<file path="src/cpu_register_set_pkg.sv">
// Purpose: Constants, types and decode helpers for the processor register set.
// Assumes: A 32-bit Wishbone word bus; byte addresses on the bus.
// Notes:   Architecturally undefined reset values are forced to zero here.
package cpu_register_set_pkg;

    // Sizes.
    localparam int DATA_W   = 32;
    localparam int IDX_W    = 4;
    localparam int GR_COUNT = 16;
    localparam int ADDR_W   = 8;
    localparam int SEL_W    = 4;

    typedef logic [DATA_W-1:0] word_type;
    typedef logic [IDX_W-1:0]  idx_type;
    typedef logic [ADDR_W-1:0] addr_type;

    // Fixed roles of general registers.
    localparam idx_type INDEX_REG = 4'h0;
    localparam idx_type STACK_REG = 4'hF;

    // Register offsets (byte addresses).
    localparam addr_type OFS_STATUS = 8'h00;
    localparam addr_type OFS_GBASE  = 8'h04;
    localparam addr_type OFS_VBASE  = 8'h08;
    localparam addr_type OFS_MAC_HI = 8'h0C;
    localparam addr_type OFS_MAC_LO = 8'h10;
    localparam addr_type OFS_LINK   = 8'h14;
    localparam addr_type OFS_PC     = 8'h18;
    localparam logic [1:0] GR_WINDOW = 2'h1;
    localparam int GR_IDX_LSB        = 2;
    localparam int GR_WIN_LSB        = 6;

    // Status word layout: carry 0, sat 1, mask 7:4, q 8, m 9.
    localparam int STATUS_MASK_LSB      = 4;
    localparam int STATUS_MASK_W        = 4;
    localparam word_type STATUS_IMPL    = 32'h0000_03F3;
    localparam word_type STATUS_RESET   = 32'h0000_00F0;
    localparam word_type VBASE_RESET    = 32'h0000_0000;
    localparam word_type UNDEF_RESET    = 32'h0000_0000;
    localparam word_type UNMAPPED_READ  = 32'h0000_0000;

    typedef enum {SEL_NONE, SEL_STATUS, SEL_GBASE, SEL_VBASE,
                  SEL_MAC_HI, SEL_MAC_LO, SEL_LINK, SEL_PC, SEL_GR} reg_sel_type;

    // Maps an address onto the register it selects.
    function automatic reg_sel_type decode_sel(input addr_type adr);
        reg_sel_type s;
        s = SEL_NONE;
        if (adr[ADDR_W-1:GR_WIN_LSB] == GR_WINDOW) begin
            s = SEL_GR;
        end else if (adr == OFS_STATUS) begin
            s = SEL_STATUS;
        end else if (adr == OFS_GBASE) begin
            s = SEL_GBASE;
        end else if (adr == OFS_VBASE) begin
            s = SEL_VBASE;
        end else if (adr == OFS_MAC_HI) begin
            s = SEL_MAC_HI;
        end else if (adr == OFS_MAC_LO) begin
            s = SEL_MAC_LO;
        end else if (adr == OFS_LINK) begin
            s = SEL_LINK;
        end else if (adr == OFS_PC) begin
            s = SEL_PC;
        end
        return s;
    endfunction

    // Replaces only the byte lanes whose select bit is set.
    function automatic word_type merge_lanes(input word_type old_w, input word_type new_w,
                                             input logic [SEL_W-1:0] sel);
        word_type m;
        m = old_w;
        for (int i = 0; i < SEL_W; i++) begin
            if (sel[i]) begin
                m[i*8 +: 8] = new_w[i*8 +: 8];
            end
        end
        return m;
    endfunction

endpackage

</file>
<file path="src/bus_ack_unit.sv">
// Purpose: Acknowledge generator for a classic Wishbone slave.
// Assumes: The master holds cyc and stb until it sees ack.
// Notes:   Ack is a one-cycle pulse, one cycle after the request is taken.
`timescale 1ns/1ns
`default_nettype none
module bus_ack_unit (
    // Clock and reset.
    input  wire logic clk,
    input  wire logic rst,
    // Bus handshake.
    input  wire logic cyc,
    input  wire logic stb,
    output logic      take,
    output logic      ack
);

    typedef struct packed {
        logic ack;
    } ack_state_type;

    ack_state_type state_q;
    ack_state_type state_d;

    // A request is taken once; the cycle of the ack blocks a second take.
    always_comb begin
        take = cyc & stb & ~state_q.ack;
        state_d = state_q;
        state_d.ack = take;
    end

    // Registers the handshake state.
    always_ff @(posedge clk or posedge rst) begin
        if (rst) begin
            state_q <= '0;
        end else begin
            state_q <= state_d;
        end
    end

    assign ack = state_q.ack;

    ack_pulse_one_a: assert property (@(posedge clk) disable iff (rst)
        ack |=> !ack)
        else $error("Bus ack held longer than one cycle.");

    ack_follows_take_a: assert property (@(posedge clk) disable iff (rst)
        (cyc && stb && !ack) |=> ack)
        else $error("Bus ack missing after a taken request.");

endmodule
`default_nettype wire

</file>
<file path="src/general_register_bank.sv">
// Purpose: Sixteen general registers with registered core read ports.
// Assumes: Index and data inputs are synchronous to clk.
// Notes:   Stack load beats core write, which beats bus write.
`timescale 1ns/1ns
`default_nettype none
module general_register_bank (
    // Clock and reset.
    input  wire logic                           clk,
    input  wire logic                           rst,
    // Stack pointer load from the vector table.
    input  wire logic                           sp_load,
    input  wire cpu_register_set_pkg::word_type sp_value,
    // Core write port.
    input  wire logic                           core_wr_en,
    input  wire cpu_register_set_pkg::idx_type  core_wr_idx,
    input  wire cpu_register_set_pkg::word_type core_wr_data,
    // Bus access port.
    input  wire logic                           bus_wr_en,
    input  wire cpu_register_set_pkg::idx_type  bus_idx,
    input  wire cpu_register_set_pkg::word_type bus_wr_data,
    output cpu_register_set_pkg::word_type      bus_rd_data,
    // Core read ports.
    input  wire cpu_register_set_pkg::idx_type  rd_a_idx,
    input  wire cpu_register_set_pkg::idx_type  rd_b_idx,
    output cpu_register_set_pkg::word_type      rd_a_data,
    output cpu_register_set_pkg::word_type      rd_b_data,
    output cpu_register_set_pkg::word_type      index_data,
    output cpu_register_set_pkg::word_type      stack_ptr
);

    typedef struct packed {
        cpu_register_set_pkg::word_type [cpu_register_set_pkg::GR_COUNT-1:0] gr;
        cpu_register_set_pkg::word_type rd_a;
        cpu_register_set_pkg::word_type rd_b;
    } bank_state_type;

    bank_state_type state_q;
    bank_state_type state_d;

    // Reads show the value before any write of the same edge.
    always_comb begin
        state_d = state_q;
        state_d.rd_a = state_q.gr[rd_a_idx];
        state_d.rd_b = state_q.gr[rd_b_idx];
        if (bus_wr_en) begin
            state_d.gr[bus_idx] = bus_wr_data;
        end
        if (core_wr_en) begin
            state_d.gr[core_wr_idx] = core_wr_data;
        end
        if (sp_load) begin
            state_d.gr[cpu_register_set_pkg::STACK_REG] = sp_value;
        end
    end

    // Contents are undefined for software; zero is only a safe start.
    always_ff @(posedge clk or posedge rst) begin
        if (rst) begin
            state_q <= '0;
        end else begin
            state_q <= state_d;
        end
    end

    assign bus_rd_data = state_q.gr[bus_idx];
    assign rd_a_data   = state_q.rd_a;
    assign rd_b_data   = state_q.rd_b;
    assign index_data  = state_q.gr[cpu_register_set_pkg::INDEX_REG];
    assign stack_ptr   = state_q.gr[cpu_register_set_pkg::STACK_REG];

    stack_load_value_a: assert property (@(posedge clk) disable iff (rst)
        sp_load |=> stack_ptr == $past(sp_value))
        else $error("Stack pointer did not take the vector value.");

    read_port_a_a: assert property (@(posedge clk) disable iff (rst)
        (core_wr_en && !sp_load) ##1 (rd_a_idx == $past(core_wr_idx))
        |=> rd_a_data == $past(core_wr_data, 2))
        else $error("Read port A lost a written value.");

endmodule
`default_nettype wire

</file>
<file path="src/cpu_register_set.sv">
// Purpose: Register set of the processor core with a Wishbone view.
// Assumes: Core ports and bus are synchronous to REF_CLK at 50 MHz.
// Notes:   Vector load beats exception restore, multiply, core and bus writes.
//
// Chosen here: the placing of the registers and the Wishbone slave port.
`timescale 1ns/1ns
`default_nettype none
module cpu_register_set (
    // Clock and reset.
    input  wire logic                              REF_CLK,
    input  wire logic                              RST,
    // Wishbone slave.
    input  wire logic                              WB_CYC_I,
    input  wire logic                              WB_STB_I,
    input  wire logic                              WB_WE_I,
    input  wire cpu_register_set_pkg::addr_type    WB_ADR_I,
    input  wire logic [cpu_register_set_pkg::SEL_W-1:0] WB_SEL_I,
    input  wire cpu_register_set_pkg::word_type    WB_DAT_I,
    output cpu_register_set_pkg::word_type         WB_DAT_O,
    output logic                                   WB_ACK_O,
    // Vector table load after reset.
    input  wire logic                              VEC_LOAD,
    input  wire cpu_register_set_pkg::word_type    VEC_SP,
    input  wire cpu_register_set_pkg::word_type    VEC_PC,
    // General register ports.
    input  wire logic                              GR_WR_EN,
    input  wire cpu_register_set_pkg::idx_type     GR_WR_IDX,
    input  wire cpu_register_set_pkg::word_type    GR_WR_DATA,
    input  wire cpu_register_set_pkg::idx_type     GR_RD_A_IDX,
    input  wire cpu_register_set_pkg::idx_type     GR_RD_B_IDX,
    output cpu_register_set_pkg::word_type         GR_RD_A_DATA,
    output cpu_register_set_pkg::word_type         GR_RD_B_DATA,
    output cpu_register_set_pkg::word_type         INDEX_DATA,
    output cpu_register_set_pkg::word_type         STACK_PTR,
    // Control and system register write port.
    input  wire logic                              CTL_WR_EN,
    input  wire cpu_register_set_pkg::addr_type    CTL_WR_ADDR,
    input  wire cpu_register_set_pkg::word_type    CTL_WR_DATA,
    // Multiply result write.
    input  wire logic                              MAC_WR_EN,
    input  wire cpu_register_set_pkg::word_type    MAC_HIGH_IN,
    input  wire cpu_register_set_pkg::word_type    MAC_LOW_IN,
    // Exception return restore.
    input  wire logic                              RESTORE_EN,
    input  wire cpu_register_set_pkg::word_type    RESTORE_STATUS,
    input  wire cpu_register_set_pkg::word_type    RESTORE_PC,
    // Register contents.
    output cpu_register_set_pkg::word_type         STATUS_WORD,
    output logic [cpu_register_set_pkg::STATUS_MASK_W-1:0] INTERRUPT_MASK_BITS,
    output cpu_register_set_pkg::word_type         GLOBAL_BASE,
    output cpu_register_set_pkg::word_type         VECTOR_BASE,
    output cpu_register_set_pkg::word_type         MAC_HIGH,
    output cpu_register_set_pkg::word_type         MAC_LOW,
    output cpu_register_set_pkg::word_type         SUB_LINK,
    output cpu_register_set_pkg::word_type         PROG_COUNTER
);

    typedef struct packed {
        cpu_register_set_pkg::word_type status;
        cpu_register_set_pkg::word_type gbase;
        cpu_register_set_pkg::word_type vbase;
        cpu_register_set_pkg::word_type mac_hi;
        cpu_register_set_pkg::word_type mac_lo;
        cpu_register_set_pkg::word_type link;
        cpu_register_set_pkg::word_type pc;
        cpu_register_set_pkg::word_type bus_dat;
    } top_state_type;

    top_state_type state_q;
    top_state_type state_d;

    logic                                take;
    logic                                bus_wr;
    logic                                gr_bus_wr;
    cpu_register_set_pkg::reg_sel_type   bus_sel;
    cpu_register_set_pkg::reg_sel_type   core_sel;
    cpu_register_set_pkg::idx_type       bus_idx;
    cpu_register_set_pkg::word_type      gr_bus_rd;
    cpu_register_set_pkg::word_type      gr_bus_wdat;

    // Handshake for the bus.
    bus_ack_unit u_ack (
        .clk  (REF_CLK),
        .rst  (RST),
        .cyc  (WB_CYC_I),
        .stb  (WB_STB_I),
        .take (take),
        .ack  (WB_ACK_O)
    );

    // Decodes both access paths with one map.
    always_comb begin
        bus_sel     = cpu_register_set_pkg::decode_sel(WB_ADR_I);
        core_sel    = cpu_register_set_pkg::decode_sel(CTL_WR_ADDR);
        bus_idx     = WB_ADR_I[cpu_register_set_pkg::GR_IDX_LSB +: cpu_register_set_pkg::IDX_W];
        bus_wr      = take & WB_WE_I;
        gr_bus_wr   = bus_wr & (bus_sel == cpu_register_set_pkg::SEL_GR);
        gr_bus_wdat = cpu_register_set_pkg::merge_lanes(gr_bus_rd, WB_DAT_I, WB_SEL_I);
    end

    // The general registers.
    general_register_bank u_bank (
        .clk          (REF_CLK),
        .rst          (RST),
        .sp_load      (VEC_LOAD),
        .sp_value     (VEC_SP),
        .core_wr_en   (GR_WR_EN),
        .core_wr_idx  (GR_WR_IDX),
        .core_wr_data (GR_WR_DATA),
        .bus_wr_en    (gr_bus_wr),
        .bus_idx      (bus_idx),
        .bus_wr_data  (gr_bus_wdat),
        .bus_rd_data  (gr_bus_rd),
        .rd_a_idx     (GR_RD_A_IDX),
        .rd_b_idx     (GR_RD_B_IDX),
        .rd_a_data    (GR_RD_A_DATA),
        .rd_b_data    (GR_RD_B_DATA),
        .index_data   (INDEX_DATA),
        .stack_ptr    (STACK_PTR)
    );

    // Next state: read capture, then writers in rising priority order.
    always_comb begin
        state_d = state_q;
        // Bus read data is captured at the edge that takes the request.
        if (take) begin
            case (bus_sel)
                cpu_register_set_pkg::SEL_STATUS: state_d.bus_dat = state_q.status;
                cpu_register_set_pkg::SEL_GBASE:  state_d.bus_dat = state_q.gbase;
                cpu_register_set_pkg::SEL_VBASE:  state_d.bus_dat = state_q.vbase;
                cpu_register_set_pkg::SEL_MAC_HI: state_d.bus_dat = state_q.mac_hi;
                cpu_register_set_pkg::SEL_MAC_LO: state_d.bus_dat = state_q.mac_lo;
                cpu_register_set_pkg::SEL_LINK:   state_d.bus_dat = state_q.link;
                cpu_register_set_pkg::SEL_PC:     state_d.bus_dat = state_q.pc;
                cpu_register_set_pkg::SEL_GR:     state_d.bus_dat = gr_bus_rd;
                default:                          state_d.bus_dat = cpu_register_set_pkg::UNMAPPED_READ;
            endcase
        end
        // Bus writes honour byte lanes; status keeps reserved bits clear.
        if (bus_wr) begin
            case (bus_sel)
                cpu_register_set_pkg::SEL_STATUS: begin
                    state_d.status = cpu_register_set_pkg::merge_lanes(state_q.status, WB_DAT_I, WB_SEL_I)
                                     & cpu_register_set_pkg::STATUS_IMPL;
                end
                cpu_register_set_pkg::SEL_GBASE: begin
                    state_d.gbase = cpu_register_set_pkg::merge_lanes(state_q.gbase, WB_DAT_I, WB_SEL_I);
                end
                cpu_register_set_pkg::SEL_VBASE: begin
                    state_d.vbase = cpu_register_set_pkg::merge_lanes(state_q.vbase, WB_DAT_I, WB_SEL_I);
                end
                cpu_register_set_pkg::SEL_MAC_HI: begin
                    state_d.mac_hi = cpu_register_set_pkg::merge_lanes(state_q.mac_hi, WB_DAT_I, WB_SEL_I);
                end
                cpu_register_set_pkg::SEL_MAC_LO: begin
                    state_d.mac_lo = cpu_register_set_pkg::merge_lanes(state_q.mac_lo, WB_DAT_I, WB_SEL_I);
                end
                cpu_register_set_pkg::SEL_LINK: begin
                    state_d.link = cpu_register_set_pkg::merge_lanes(state_q.link, WB_DAT_I, WB_SEL_I);
                end
                cpu_register_set_pkg::SEL_PC: begin
                    state_d.pc = cpu_register_set_pkg::merge_lanes(state_q.pc, WB_DAT_I, WB_SEL_I);
                end
                default: begin
                end
            endcase
        end
        // Core writes whole words to control and system registers.
        if (CTL_WR_EN) begin
            case (core_sel)
                cpu_register_set_pkg::SEL_STATUS: begin
                    state_d.status = CTL_WR_DATA & cpu_register_set_pkg::STATUS_IMPL;
                end
                cpu_register_set_pkg::SEL_GBASE: state_d.gbase = CTL_WR_DATA;
                cpu_register_set_pkg::SEL_VBASE: state_d.vbase = CTL_WR_DATA;
                cpu_register_set_pkg::SEL_MAC_HI: state_d.mac_hi = CTL_WR_DATA;
                cpu_register_set_pkg::SEL_MAC_LO: state_d.mac_lo = CTL_WR_DATA;
                cpu_register_set_pkg::SEL_LINK:  state_d.link  = CTL_WR_DATA;
                cpu_register_set_pkg::SEL_PC:    state_d.pc    = CTL_WR_DATA;
                default: begin
                end
            endcase
        end
        // Multiply results fill both halves together.
        if (MAC_WR_EN) begin
            state_d.mac_hi = MAC_HIGH_IN;
            state_d.mac_lo = MAC_LOW_IN;
        end
        // Exception return loads status and counter from the restore inputs.
        if (RESTORE_EN) begin
            state_d.status = RESTORE_STATUS & cpu_register_set_pkg::STATUS_IMPL;
            state_d.pc     = RESTORE_PC;
        end
        // Reset fetch of the start address.
        if (VEC_LOAD) begin
            state_d.pc = VEC_PC;
        end
    end

    // Undefined registers still start from a known value.
    always_ff @(posedge REF_CLK or posedge RST) begin
        if (RST) begin
            state_q.status  <= cpu_register_set_pkg::STATUS_RESET;
            state_q.gbase   <= cpu_register_set_pkg::UNDEF_RESET;
            state_q.vbase   <= cpu_register_set_pkg::VBASE_RESET;
            state_q.mac_hi  <= cpu_register_set_pkg::UNDEF_RESET;
            state_q.mac_lo  <= cpu_register_set_pkg::UNDEF_RESET;
            state_q.link    <= cpu_register_set_pkg::UNDEF_RESET;
            state_q.pc      <= cpu_register_set_pkg::UNDEF_RESET;
            state_q.bus_dat <= cpu_register_set_pkg::UNMAPPED_READ;
        end else begin
            state_q <= state_d;
        end
    end

    // Outputs come straight from the state registers.
    assign WB_DAT_O            = state_q.bus_dat;
    assign STATUS_WORD         = state_q.status;
    assign INTERRUPT_MASK_BITS = state_q.status[cpu_register_set_pkg::STATUS_MASK_LSB +:
                                                cpu_register_set_pkg::STATUS_MASK_W];
    assign GLOBAL_BASE         = state_q.gbase;
    assign VECTOR_BASE         = state_q.vbase;
    assign MAC_HIGH            = state_q.mac_hi;
    assign MAC_LOW             = state_q.mac_lo;
    assign SUB_LINK            = state_q.link;
    assign PROG_COUNTER        = state_q.pc;

    status_reserved_zero_a: assert property (@(posedge REF_CLK) disable iff (RST)
        (STATUS_WORD & ~cpu_register_set_pkg::STATUS_IMPL) == 32'h0000_0000)
        else $error("Reserved status bits are not zero.");

    vector_pc_load_a: assert property (@(posedge REF_CLK) disable iff (RST)
        VEC_LOAD |=> PROG_COUNTER == $past(VEC_PC))
        else $error("Program counter missed the vector value.");

    mac_pair_write_a: assert property (@(posedge REF_CLK) disable iff (RST)
        MAC_WR_EN |=> (MAC_HIGH == $past(MAC_HIGH_IN)) && (MAC_LOW == $past(MAC_LOW_IN)))
        else $error("Multiply result not stored in the pair.");

    restore_status_pc_a: assert property (@(posedge REF_CLK) disable iff (RST)
        (RESTORE_EN && !VEC_LOAD) |=> (PROG_COUNTER == $past(RESTORE_PC))
        && (STATUS_WORD == ($past(RESTORE_STATUS) & cpu_register_set_pkg::STATUS_IMPL)))
        else $error("Exception restore did not load status and counter.");

    gbase_core_write_a: assert property (@(posedge REF_CLK) disable iff (RST)
        (CTL_WR_EN && (core_sel == cpu_register_set_pkg::SEL_GBASE))
        |=> GLOBAL_BASE == $past(CTL_WR_DATA))
        else $error("Global base did not take the core write.");

    vbase_bus_write_a: assert property (@(posedge REF_CLK) disable iff (RST)
        (bus_wr && (bus_sel == cpu_register_set_pkg::SEL_VBASE) && !CTL_WR_EN && (WB_SEL_I == 4'hF))
        |=> ##1 (WB_ACK_O == 1'b0) && (VECTOR_BASE == $past(WB_DAT_I, 2)))
        else $error("Vector base did not take the bus write.");

    read_data_with_ack_a: assert property (@(posedge REF_CLK) disable iff (RST)
        (take && !WB_WE_I && (bus_sel == cpu_register_set_pkg::SEL_STATUS) && !CTL_WR_EN && !RESTORE_EN)
        |=> WB_ACK_O && (WB_DAT_O == STATUS_WORD))
        else $error("Status read data wrong at ack.");

endmodule
`default_nettype wire

</file>
<file path="config.mk">
export PLATFORM = sky130hd
export DESIGN_NAME = cpu_register_set
export DESIGN_NICKNAME = d
export VERILOG_FILES = /design/src/cpu_register_set_pkg.sv /design/src/bus_ack_unit.sv /design/src/general_register_bank.sv /design/src/cpu_register_set.sv
export SDC_FILE = /design/constraint.sdc
export NUM_CORES = 2
export LEC_CHECK = 0
export ABC_AREA = 1
export BUFFER_PORTS_ARGS = -buffer_cell sky130_fd_sc_hd__buf_2
export CORE_AREA = 2 2 315 473
export DETAILED_ROUTE_END_ITERATION = 12
export DIE_AREA = 0 0 317 475
export PLACE_DENSITY_LB_ADDON = 0.05
export SLEW_MARGIN = 40
export SYNTH_ARGS = -nofsm -noshare
export SYNTH_HDL_FRONTEND = slang
export SYNTH_SLANG_ARGS = --single-unit
</file>
<file path="constraint.sdc">
create_clock -name REF_CLK -period 27.3 [get_ports REF_CLK]
set_input_delay 2.73 -clock REF_CLK [delete_from_list [all_inputs] [get_ports REF_CLK]]
set_output_delay 2.73 -clock REF_CLK [all_outputs]
set_load 0.01 [all_outputs]
</file>
==> metrics.txt <==
clock root buffer=clkbuf_16; die span in x=317 um; area of the multi-input gates=0.03121 mm^2; Yosys cell types=34; Vias/cell=6.164; clock share of power=32.3%; Total GRT Usage=45.26%; Final Wtd Congestion=0.9832; Post-DP HPWL=219.4 mm; Die ar.=0.1506 mm^2; FF+latch count, synth=833; # DRC=0; I/O Buffers=694; worst skew pair latency=0.75 ns; final hold vios=0; peak supply drop=0.04577 mV; Post-Place Cells=11140; most common cell in the netlist=nand2_1; Seq/Total Area, Yosys=35.83%; WL/cell=30.95 um; NetSw=1.704 mW; dpl cell area=0.06147 mm^2; CP arrival=6.47 ns; fmax=172.3 MHz; skew final=0.03082 ns; H-tree Lvls=3; Resize count post-CTS=0; clk buf depth=3; DRT iter0 DRCs=9100; Gate power share=28.2%; worst hold start=WB_DAT_O[13]; Hold WS=0.4781 ns; total of max-cap violations=0; HP Class=flop to flop; fill cell count=15710; crit path from=WB_ADR_I[2]; starting density of the core=39.82%; Die H=475 um; Int Power=2.746 mW; nets=9661; Crit path required time=27.97 ns; Synthesis Warnings=0; postcts setup bufs=0; hold depth=2; # hold bufs at CTS=0; max-slew headroom at the worst pin=34.19%; Register Area=0.02085 mm^2; vias in the first global route=63780; mapped cell area=0.05819 mm^2; initial antenna violation count=46; GRT overflow=0; clock transition at the registers of the reported paths=0.06 ns; IO Count=719; Area growth, synth to finish=11.61%; Crit. End Element=flop; cells taking the most area after synthesis=dfrtp_1 (36%), nand2_1 (20%), a21oi_1 (13%); crit share post-route=21.26%; FF-to-FF End=u_bank.state_q[502]; Least-Margin Pin Slew=0.9871 ns; power per cell area=68.51 mW/mm^2; Post-Syn Area per Cell=6.279 um^2; flop-to-flop setup slack=23.63 ns; Reg power frac=39.6%; top-area cell type share of the netlist area=35.65%; minimum clock period=5.804 ns; Final ANT Viol Nets=0; Hold EP=WB_DAT_O[13]; area leader, netlist=dfrtp_1; CP Max Fanout=131; largest net degree at the start of global routing=192; first drt pass iteration count=8; Worst Setup Path Type=input pin to flop; RSZ-0062 raised after global routing=false; Post-Syn Instances=9267; max-slew violation count=0; Syn Nets=9597; leakage power=31.71 nW; status=finished clean; number of buffers created by CTS=95; Final Util=44.45%; first-pass GRT wire length=483.9 mm; core area=0.1461 mm^2; final std cells w/o fill=11340; ys async rst share=100.0%; layout cells sized above 1=11.87%; Finished Cell Area=0.06495 mm^2; clk sinks=833; CTS tree=built; Worst R2R Start=u_ack.ack; EDFF count, synth=0; reg2reg path depth=10; sw frac=38.30%; Synth Flop Type=dfrtp_1; Startpoint Class=input pin; Rows=172; setup_tns=0 ns; WL final=350.9 mm; total number of vias=69890; synth cell count leaders=nand2_1 (3148), a21oi_1 (1548), o21ai_0 (833), dfrtp_1 (829), nor2_1 (692); Final setup viols=0
## layer usage
metal | track usage (%) | up-vias | routed length [um]
met5 | 0 | - | 232
met4 | 36.20 | 36 | 32750
met3 | 15.29 | 1372 | 47110
met2 | 65.63 | 5234 | 147100
met1 | 54.27 | 32910 | 123700
li1 | - | 30340 | -
## cell usage in the layout (no fill, tap or decap), types with 16 or more instances in the layout
master and instances:
diode_2 21, o22ai_1 155, buf_4 132, o211ai_1 68, nor2_1 669, buf_6 16
inv_1 525, o21ai_0 832, nand2_1 3137, nand3_1 274, inv_2 34, clkbuf_16 97
clkbuf_8 24, o221ai_1 88, nand4_1 36, a21oi_1 1548, nor2_4 17, nor2_2 18
buf_2 685, clkbuf_1 17, o21ai_1 64, nand2_2 19, dfrtp_1 829
## final cells by class
type / instances / area share, %
multi-input combinational: 6977 / 48.05
clock buffer: 138 / 4.344
inverter: 575 / 3.404
tap: 1914 / 3.687
timing repair buffer: 849 / 7.598
sequential: 833 / 32.10
clock inverter: 31 / 0.7359
antenna: 21 / 0.08091
## stage by stage
stage | power (mW) | worst slack, ns
finish | 4.450 | 21.50
global route | 4.636 | 21.40
CTS | 4.396 | 21.69
detailed placement | 2.972 | 20.91
global placement | 2.948 | 20.42
floorplan | 2.503 | 1.176
## flip-flops by register name, indices dropped and copies added, names as in the netlist
| signal | flops |
|---|---|
| GLOBAL_BASE | 32 |
| MAC_HIGH | 32 |
| MAC_LOW | 32 |
| PROG_COUNTER | 32 |
| STATUS_WORD | 32 |
| SUB_LINK | 32 |
| VECTOR_BASE | 32 |
| WB_DAT_O | 32 |
| u_ack.ack | 1 |
| u_bank.index_data | 32 |
| u_bank.rd_a_data | 32 |
| u_bank.rd_b_data | 32 |
| u_bank.stack_ptr | 32 |
| u_bank.state_q | 448 |
## worst max path at each step
stage	endpoint	slack (ns)	depth (start not counted)
after global routing	u_bank.stack_ptr[0]	21.40	15
after global placement	u_bank.index_data[8]	20.42	10
after floorplan	GLOBAL_BASE[0]	1.18	1
after detailed placement	u_bank.state_q[450]	20.91	11
final	u_bank.state_q[450]	21.50	11
after CTS	u_bank.state_q[450]	21.69	11
## critical path, stage by stage
cell,delay (ns)
buf_8,0.18
inv_12,0.70
buf_6,0.60
nand2_1,0.14
nor2_2,0.26
nand2_1,0.09
buf_4,0.24
inv_1,0.29
buf_4,0.69
nand2_1,0.12
a21oi_1,0.15
## power by group through the flow
stage	combinational, mW	sequential, mW	clock [mW]
2_1_floorplan	0.795	1.71	0
3_3_place_gp	1.19	1.76	0
3_5_place_dp	1.21	1.77	0
4_1_cts	1.21	1.75	1.44
5_1_grt	1.37	1.79	1.48
6_report	1.25	1.76	1.44
## cells by family (layout without fill, tap and decap cells)
logic type	count (synthesis)	in the layout	share of synthesized area (%)
flops	833	833	35.83
buf+inv	1457	1593	10.86
simple gates	4190	4190	27.98
other cells	0	21	0
compound gates	2787	2787	25.33
Power figures use the tool's default switching activity.
